**src/t2of_pkg.sv**
```systemverilog
// Purpose: Shared constants and types for the Timer 2 overflow-flag block.
// Assumes: Avalon-MM register bus, 32-bit data, byte addresses.
// Notes:   Control register layout is kept as a packed struct.
// Notes on behaviour
// - Upper byte wrap sets high overflow flag.
// - In 16-bit mode full wrap sets high flag.
// - High flag with enable raises interrupt request.
// - Lower byte wrap sets low overflow flag.
// - Low flag set in every counter mode.
// - Flags clear only by software writing zero.
// - Control bit 5 enables low-byte interrupt.
// - Control register page-free, single-bit set/clear access.
// - Low overflow with both enables raises request.
// - Split select: zero 16-bit, one two 8-bit.
package t2of_pkg;

    // ------------------------------------------------------------
    // Bus geometry and register map
    // ------------------------------------------------------------
    localparam int          ADDR_W        = 8;
    localparam int          DATA_W        = 32;
    localparam int          REG_W         = 8;

    localparam logic [7:0]  OFF_CONTROL   = 8'hc8;
    localparam logic [7:0]  OFF_EVT_STAT  = 8'hcc;
    localparam logic [7:0]  OFF_EVT_MASK  = 8'hd0;
    localparam logic [7:0]  OFF_BIT_OP    = 8'hd4;

    localparam logic [7:0]  RST_CONTROL   = 8'h00;
    localparam logic [1:0]  RST_EVT       = 2'h0;
    localparam logic [31:0] READ_ZERO     = 32'h0000_0000;

    // Bit-operation register: bit index in [2:0], value in [3].
    localparam int          BITOP_IDX_LSB = 0;
    localparam int          BITOP_IDX_MSB = 2;
    localparam int          BITOP_VAL     = 3;

    // Event status / mask layout.
    localparam int          EVT_HIGH      = 0;
    localparam int          EVT_LOW       = 1;
    localparam int          EVT_W         = 2;

    // ------------------------------------------------------------
    // Types
    // ------------------------------------------------------------
    typedef struct packed {
        logic high_byte_overflow_flag;
        logic low_byte_overflow_flag;
        logic low_byte_irq_enable;
        logic comparator_capture_enable;
        logic split_mode_select;
        logic timer_run_control;
        logic unused;
        logic external_clock_select;
    } t2of_ctrl_t;

    typedef struct packed {
        logic high_byte_wrap;
        logic low_byte_wrap;
    } t2of_wrap_t;

    typedef struct packed {
        logic comparator_capture_enable;
        logic split_mode_select;
        logic timer_run_control;
        logic external_clock_select;
    } t2of_cfg_t;

    typedef enum logic {
        T2OF_MODE_16BIT,
        T2OF_MODE_SPLIT
    } t2of_mode_t;

endpackage : t2of_pkg

```
**src/t2of_top.sv**
```systemverilog
// Purpose: Timer 2 overflow flags, control register and interrupt request.
// Assumes: Wrap strobes are one-cycle pulses from same-clock counter logic.
// Notes:   One-wait-state Avalon-MM slave; unmapped reads return zero.
module t2of_top (
    input  wire logic                       clk,
    input  wire logic                       rst_n,
    input  wire logic [t2of_pkg::ADDR_W-1:0] avs_address,
    input  wire logic                       avs_read,
    input  wire logic                       avs_write,
    input  wire logic [t2of_pkg::DATA_W-1:0] avs_writedata,
    input  wire logic [3:0]                 avs_byteenable,
    output logic      [t2of_pkg::DATA_W-1:0] avs_readdata,
    output logic                            avs_waitrequest,
    input  wire t2of_pkg::t2of_wrap_t       wrap,
    input  wire logic                       timer2_irq_enable,
    output t2of_pkg::t2of_cfg_t             cfg,
    output logic                            timer2_irq_request,
    output logic                            irq
);
    import t2of_pkg::*;

    // ------------------------------------------------------------
    // State
    // ------------------------------------------------------------
    t2of_ctrl_t             ctrl;
    t2of_ctrl_t             next_ctrl;
    logic [EVT_W-1:0]       evt_stat;
    logic [EVT_W-1:0]       next_evt_stat;
    logic [EVT_W-1:0]       evt_mask;
    logic                   served;
    logic [DATA_W-1:0]      next_readdata;

    // ------------------------------------------------------------
    // Bus decode
    // ------------------------------------------------------------
    // Every access takes one wait state, so the answer stands at the
    // second edge of the request; the readdata flop is loaded at the first.
    wire logic              req        = avs_read | avs_write;
    wire logic              wr_take    = avs_write & served & avs_byteenable[0];
    wire logic              hit_ctrl   = (avs_address == OFF_CONTROL);
    wire logic              hit_stat   = (avs_address == OFF_EVT_STAT);
    wire logic              hit_mask   = (avs_address == OFF_EVT_MASK);
    wire logic              hit_bitop  = (avs_address == OFF_BIT_OP);
    wire logic              wr_ctrl    = wr_take & hit_ctrl;
    wire logic              wr_stat    = wr_take & hit_stat;
    wire logic              wr_mask    = wr_take & hit_mask;
    wire logic              wr_bitop   = wr_take & hit_bitop;
    wire logic [2:0]        bit_idx    = avs_writedata[BITOP_IDX_MSB:BITOP_IDX_LSB];
    wire logic              bit_val    = avs_writedata[BITOP_VAL];

    assign avs_waitrequest = req & ~served;

    // ------------------------------------------------------------
    // Mode and flag sources
    // ------------------------------------------------------------
    wire t2of_mode_t        mode       = ctrl.split_mode_select ? T2OF_MODE_SPLIT
                                                                : T2OF_MODE_16BIT;
    // In 16-bit mode the counter logic only pulses the upper wrap when the
    // whole count rolls over, so one strobe serves both arrangements.
    wire logic              set_high   = wrap.high_byte_wrap;
    // The lower wrap sets its flag whatever the mode.
    wire logic              set_low    = wrap.low_byte_wrap;

    // Single-bit image applied to the control register by a bit operation.
    function automatic logic [REG_W-1:0] bit_apply(input logic [REG_W-1:0] cur,
                                                   input logic [2:0]       idx,
                                                   input logic             val);
        logic [REG_W-1:0] res;
        res      = cur;
        res[idx] = val;
        return res;
    endfunction : bit_apply

    // ------------------------------------------------------------
    // Control register next value
    // ------------------------------------------------------------
    always_comb begin
        next_ctrl = ctrl;
        if (wr_ctrl) begin
            next_ctrl = t2of_ctrl_t'(avs_writedata[REG_W-1:0]);
        end else if (wr_bitop) begin
            next_ctrl = t2of_ctrl_t'(bit_apply(ctrl, bit_idx, bit_val));
        end
        // Only software writes can lower a flag; hardware merely sets it.
        next_ctrl.unused = 1'b0;
        if (set_high) begin
            next_ctrl.high_byte_overflow_flag = 1'b1;
        end
        if (set_low) begin
            next_ctrl.low_byte_overflow_flag = 1'b1;
        end
    end

    // ------------------------------------------------------------
    // Event status (sticky, write one to clear), set beats clear
    // ------------------------------------------------------------
    wire logic [EVT_W-1:0]  evt_set    = {set_low, set_high};
    wire logic [EVT_W-1:0]  evt_clr    = wr_stat ? avs_writedata[EVT_W-1:0] : RST_EVT;

    assign next_evt_stat = (evt_stat & ~evt_clr) | evt_set;

    // ------------------------------------------------------------
    // Read mux
    // ------------------------------------------------------------
    always_comb begin
        next_readdata = READ_ZERO;
        if (hit_ctrl) begin
            next_readdata[REG_W-1:0] = ctrl;
        end else if (hit_stat) begin
            next_readdata[EVT_W-1:0] = evt_stat;
        end else if (hit_mask) begin
            next_readdata[EVT_W-1:0] = evt_mask;
        end
    end

    // ------------------------------------------------------------
    // Registers
    // ------------------------------------------------------------
    always_ff @(posedge clk or negedge rst_n) begin
        if (!rst_n) begin
            served <= 1'b0;
        end else begin
            served <= req & ~served;
        end
    end

    always_ff @(posedge clk or negedge rst_n) begin
        if (!rst_n) begin
            avs_readdata <= READ_ZERO;
        end else if (avs_read & ~served) begin
            avs_readdata <= next_readdata;
        end
    end

    always_ff @(posedge clk or negedge rst_n) begin
        if (!rst_n) begin
            ctrl     <= t2of_ctrl_t'(RST_CONTROL);
            evt_stat <= RST_EVT;
        end else begin
            ctrl     <= next_ctrl;
            evt_stat <= next_evt_stat;
        end
    end

    always_ff @(posedge clk or negedge rst_n) begin
        if (!rst_n) begin
            evt_mask <= RST_EVT;
        end else if (wr_mask) begin
            evt_mask <= avs_writedata[EVT_W-1:0];
        end
    end

    // ------------------------------------------------------------
    // Outputs
    // ------------------------------------------------------------
    assign cfg.comparator_capture_enable = ctrl.comparator_capture_enable;
    assign cfg.split_mode_select         = (mode == T2OF_MODE_SPLIT);
    assign cfg.timer_run_control         = ctrl.timer_run_control;
    assign cfg.external_clock_select     = ctrl.external_clock_select;

    // The request is a level that follows the flags and enables, so it stays up until
    // software clears the flag (or low_byte_irq_enable, for the low flag only), or timer2_irq_enable falls.
    assign timer2_irq_request = timer2_irq_enable &
                                (ctrl.high_byte_overflow_flag |
                                 (ctrl.low_byte_irq_enable &
                                  ctrl.low_byte_overflow_flag));

    assign irq = |(evt_stat & evt_mask);

endmodule : t2of_top

```
**config.mk**
```make
export PLATFORM = sky130hd
export DESIGN_NAME = t2of_top
export DESIGN_NICKNAME = d
export VERILOG_FILES = /design/src/t2of_pkg.sv /design/src/t2of_top.sv
export SDC_FILE = /design/constraint.sdc
export NUM_CORES = 1
export LEC_CHECK = 0
export BUFFER_PORTS_ARGS = -buffer_cell sky130_fd_sc_hd__buf_2
export CAP_MARGIN = 25
export CORE_ASPECT_RATIO = 0.75
export CORE_MARGIN = 2
export CORE_UTILIZATION = 43
export DETAILED_ROUTE_END_ITERATION = 10
export PLACE_DENSITY = 0.81
export SYNTH_ARGS = -nofsm -noshare
export SYNTH_HDL_FRONTEND = slang
export SYNTH_SLANG_ARGS = --single-unit
```
**constraint.sdc**
```tcl
create_clock -name clk -period 2.1 [get_ports clk]
set_clock_uncertainty 0.15 [all_clocks]
set_input_delay 0.21 -clock clk [delete_from_list [all_inputs] [get_ports clk]]
set_output_delay 0.21 -clock clk [all_outputs]
set_load 0.01 [all_outputs]
```
# Yosys cells after proc, flatten, opt, wreduce, memory -nomap -nowiden
# Index checks and enable logic that the tools add are counted.
[word_totals]
in_bits = 51
out_inout_bits = 39
word_cells = 52
regBits = 20
[op_classes]
reduce_logical = 5
muxes = 13
bitwise_logic = 17
eq_ne = 4
n_lt_le_gt_ge = 2
[ops]
columns = ["op", "n"]
rows = [
  ["== test 8 bit, second input constant", 4],
  ["2-to-1 mux 8 bit", 2],
  ["bitwise AND 1 bit", 10],
  ["bitwise mux 8 bit", 1],
  ["2-to-1 mux 2 bit", 4],
  ["2-to-1 mux 6 bit", 1],
  ["nonzero test 3 bit", 2],
  ["bitwise AND 2 bit", 2],
  ["< comparator 3 x 4 -> 1 bit, second input constant", 1],
  ["2-to-1 mux 1 bit", 4],
  ["demux 1 bit (select 3 bit)", 1],
  ["greater-or-equal comparator 3 x 1 -> 1 bit, second input constant", 1],
  ["NOT 2 bit", 1],
  ["bitwise OR 1 bit", 2],
  ["bitwise OR 2 bit", 1],
  ["nonzero test 2 bit", 1],
  ["OR reduction 2 bit", 1],
  ["logical AND 1 bit", 1],
  ["NOT 1 bit", 1],
]

# Longest topological paths before layout
[logic_depth]
word_depth = 8
ltp_mapped = 5
depth_no_buf = 4

# Least setup slack after synthesis
# OpenSTA, ideal clock, no wires.
[synth_timing]
path_kind = "input-to-reg"
startpoint = "in avs_address[2] (netlist name)"
endpoint = "reg ctrl[3] (netlist name)"
arrival_ns = 1.259
cell_stages = 4
n_path_buf = 0
setup_slack_ns = 0.566
required_time_ns = 1.825
setup_ns = 0.125
path_cell_list = "or3b_4 nor4_4 a31oi_2 mux2_4"
[synth_via]
elab_chain_cells = 3
word_cells_on_any_way = 6
classes_between = "eq/ne: 2; mux: 1; bitwise: 2; reduce/logical: 1"
[synth_lines]
columns = ["element", "line", "rtl"]
rows = [
  ["from (decl)", "t2of_top.sv:7", "input wire logic [t2of_pkg::ADDR_W-1:0] avs_address,"],
  ["== test 8 bit, on equally long branches", "t2of_top.sv:40, t2of_top.sv:43", ""],
  ["bitwise AND 1 bit, on equally long branches", "t2of_top.sv:44, t2of_top.sv:47", ""],
  ["2-to-1 mux 8 bit / nonzero test 2 bit (equally long branches)", "-", ""],
  ["to (signal assigned)", "t2of_top.sv:137", "ctrl <= t2of_ctrl_t'(RST_CONTROL);"],
  ["to (signal assigned)", "t2of_top.sv:140", "ctrl <= next_ctrl;"],
  ["to (decl)", "t2of_top.sv:25", "t2of_ctrl_t ctrl;"],
]
# Several ways; a longest one is shown, not always the timed one.
# A chain may end at the register's enable or synchronous reset.

# Final worst setup path
[layout_timing]
startpoint = "reg served"
endpoint = "reg avs_readdata[2] (netlist name)"
[layout_via]
elab_chain_cells = 2
[layout_lines]
columns = ["element", "line", "rtl"]
rows = [
  ["from (decl)", "t2of_top.sv:30", "logic served;"],
  ["from (signal assigned)", "t2of_top.sv:123", "served <= req & ~served;"],
  ["NOT 1 bit", "t2of_top.sv:130", "end else if (avs_read & ~served) begin"],
  ["bitwise AND 1 bit", "t2of_top.sv:130", ""],
  ["to (signal assigned)", "t2of_top.sv:131", "avs_readdata <= next_readdata;"],
  ["to (decl)", "t2of_top.sv:12", "output logic [t2of_pkg::DATA_W-1:0] avs_readdata,"],
]
# No other way between the ends.

==> impl_metrics.py <==
metrics = {
    "outcome": {
        "outcome": "complete, no violations",
    },
    "timing": {
        "fin_crit_ps": 1639,
        "post-route-period-util": 0.7804,
        "rsz0062_at_grt": "false",
        "max_freq_ghz": 0.6102,
        "relSlewSlack": 0.6566,
        "fin_tns_setup_ps": 0,
        "worst_pin_slew_ps": 510.3,
        "hold_viol_final": 0,
        "slew_viol_final": 0,
        "setup_viol": 0,
    },
    "logic_synthesis": {
        "synthFlopType": "dfrtp_1",
        "yosys-top-cells-area": "dfrtp_1, buf_4, a22o_1",
        "synth_top_area_share": 0.3521,
        "async_flop_share": 1.000,
        "ys_seq_area_frac": 0.3521,
        "synth_cell_types": 45,
        "synth_cells": 142,
        "netlist_area_um2": 1421,
        "synth_area_leader_cell": "dfrtp_1",
        "yosysMostFrequentCell": "buf_4",
        "ys_warn_count": 0,
        "synth_commonest_cells": "buf_4, dfrtp_1, a22o_1, nor2_1, a21oi_1",
        "synth.avg_cell_area_um2": 10.01,
        "ys_seq_elements": 20,
        "synth_edf_count": 0,
    },
    "placed_design": {
        "gp_congestion": 0.9668,
        "hpwl_um": 2406,
        "numPortBuffers": 38,
        "postPlaceCellArea_um2": 1548,
    },
    "drt": {
        "drc": 0,
        "avgViaCountPerCell": 5.396,
        "dr_wl_met2_um": 1348,
        "wl_per_cell_um": 14.25,
        "ant_nets": 0,
        "drt-pass1-iter-count": 4,
        "vias": 1198,
        "met1Wirelength_um": 1514,
        "dr.max_layer_used": "met4",
        "wl_met3_um": 242,
        "routed_wirelength_um": 3163,
        "drt_iter0_markers": 62,
    },
    "grt": {
        "grtUsageTotal": 0.1770,
        "grt_pass1_wl_um": 5064,
        "grt_start_max_net_pins": 21,
        "antenna_found_initial": 0,
        "grt_pass1_vias": 1048,
        "overflow": 0,
    },
    "die": {
        "initial_core_util": 0.4413,
        "die_area_um2": 3786,
        "die_h_um": 53.79,
        "row_count": 18,
        "coreArea_um2": 3221,
        "ios": 90,
        "die_w_um": 70.39,
    },
    "critical_path": {
        "cp.required_ps": 2160,
        "crit_type": "reg2reg",
        "critPathLaunchType": "flip-flop",
        "crit_buf_inv": 0,
        "crit_fanout": 10,
        "crit_slowest_cell": "nor2_1",
        "end_kind": "flip-flop",
        "critPathMaxStageDelay_ps": 440,
        "arrival_ps": 1690,
        "critical_path.cell_chain": "nand2b_1 -> nor2_1 -> a22o_1",
        "crit_family": "simple AND/OR/NAND/NOR gates",
    },
    "clocking": {
        "cts_sinks": 20,
        "numCtsBuffers": 3,
        "cts.path.max_buffers": 2,
        "insertion_delay_ps": 260,
        "clkSlewWorstSetupHoldPaths_ps": 70,
        "cts-root-buf": "clkbuf_8",
        "h-tree-depth": 1,
        "tritoncts": "yes",
    },
    "power": {
        "clkPwrFrac": 0.419,
        "cellInternalPower_uw": 693.7,
        "p_leak_uw": 0.0008169,
        "swShare": 0.2502,
        "powerDensity_nw_per_um2": 561.1,
        "power.switching_uw": 231.5,
        "p_comb_frac": 0.152,
        "max-vdd-ir-drop_v": 0.0003377,
        "pwr-share-seq": 0.429,
    },
    "worst_hold_path": {
        "hold_path.class": "in2reg",
    },
    "cells_and_area": {
        "drive_gt1_frac": 0.3187,
        "syn_to_final_growth_pct": 16.02,
        "fin_area_um2": 1649,
        "fin_util": 0.5120,
        "antennaDiodeCount": 0,
        "fin_nets": 234,
    },
    "run": {
        "maxCapViolCount": 0,
    },
}
==> per-layer routing <==
metal	global-route usage	vias up
met5	0	-
met1	0.2437	573
li1	-	561
met2	0.2689	55
met3	0.05243	9
met4	0.05769	0
==> worst paths after layout <==
check,from,slack [ps],to,cells past startpoint
worst max-delay path,served$_DFF_PN0_,460,avs_readdata[2]$_DFFE_PN0P_,3
worst min register to register,avs_readdata[4]$_DFFE_PN0P_,350,avs_readdata[4]$_DFFE_PN0P_,1
max in group asynchronous,rst_n,1190,evt_stat[1]$_DFF_PN0_,2
worst max register to register,served$_DFF_PN0_,460,avs_readdata[2]$_DFFE_PN0P_,3
worst min-delay path,avs_writedata[7],40,ctrl[7]$_DFFE_PN0P_,3
min in group asynchronous,rst_n,290,avs_readdata[3]$_DFFE_PN0P_,2
==> per-stage QoR <==
step           power (uW)  hold WS (ps)  instances  setup slack (ps)
4_1_cts             927.2         1.357        221             463.1
6_report            925.3         38.78        222             461.2
3_5_place_dp        537.5         33.24        215             318.8
5_1_grt             964.9         65.78        222             390.6
2_1_floorplan       512.1        -235.6        165             566.1
3_3_place_gp        535.7         22.68        215             315.5
==> power by group through the flow <==
| stage | clock network [uW] | logic (uW) | registers (uW) |
|---|---|---|---|
| 5_1_grt | 413 | 155 | 397 |
| 2_1_floorplan | 0 | 109 | 403 |
| 3_5_place_dp | 0 | 133 | 404 |
| 6_report | 388 | 140 | 397 |
| 3_3_place_gp | 0 | 132 | 404 |
| 4_1_cts | 393 | 137 | 397 |
==> kinds of logic (layout without fill, tap and decap cells) <==
group | after synthesis | in the layout | synth area share
AOI/OAI and AO/OA | 36 | 36 | 0.1875
buffers and inverters | 33 | 50 | 0.1620
DFF | 20 | 20 | 0.3521
muxes | 5 | 5 | 0.04049
other | 1 | 24 | 0.002638
and+or+nand+nor | 47 | 47 | 0.2553
==> final cells by class <==
cell class / instances / area (um^2)
Clock buffer: 3 / 41.29
Clock inverter: 1 / 30.03
Fill cell: 297 / 1572
Inverter: 2 / 7.507
Multi-Input combinational cell: 112 / 777.0
Sequential cell: 20 / 500.5
Tap cell: 40 / 50.05
Timing Repair Buffer: 44 / 242.7
==> worst register-to-register path, cell delays in order (launching register included) <==
cell      delay [ps]
dfrtp_1          430
nand2b_1         370
nor2_1           440
a22o_1           190
==> registers in the layout, indices dropped and copies added (netlist names) <==
name	count
cfg	3
served	1
avs_readdata	8
ctrl	4
evt_stat	2
evt_mask	2
==> repair_timing <==
action	4_1_cts	5_1_grt
hold buffers	2	1
endpoints found under the hold margin	21	1
gates resized for setup	0	0
setup buffers	0	0
==> cells in the final DEF (no fill, tap or decap), types with 4 or more instances in the layout <==
master    count
nand3b_1      4
a22o_1        9
nand2_1       5
buf_2        38
nand3_1       4
nor2_1        8
dfrtp_1      20
conb_1       24
a21oi_1       7
Power figures use the tool's default switching activity.
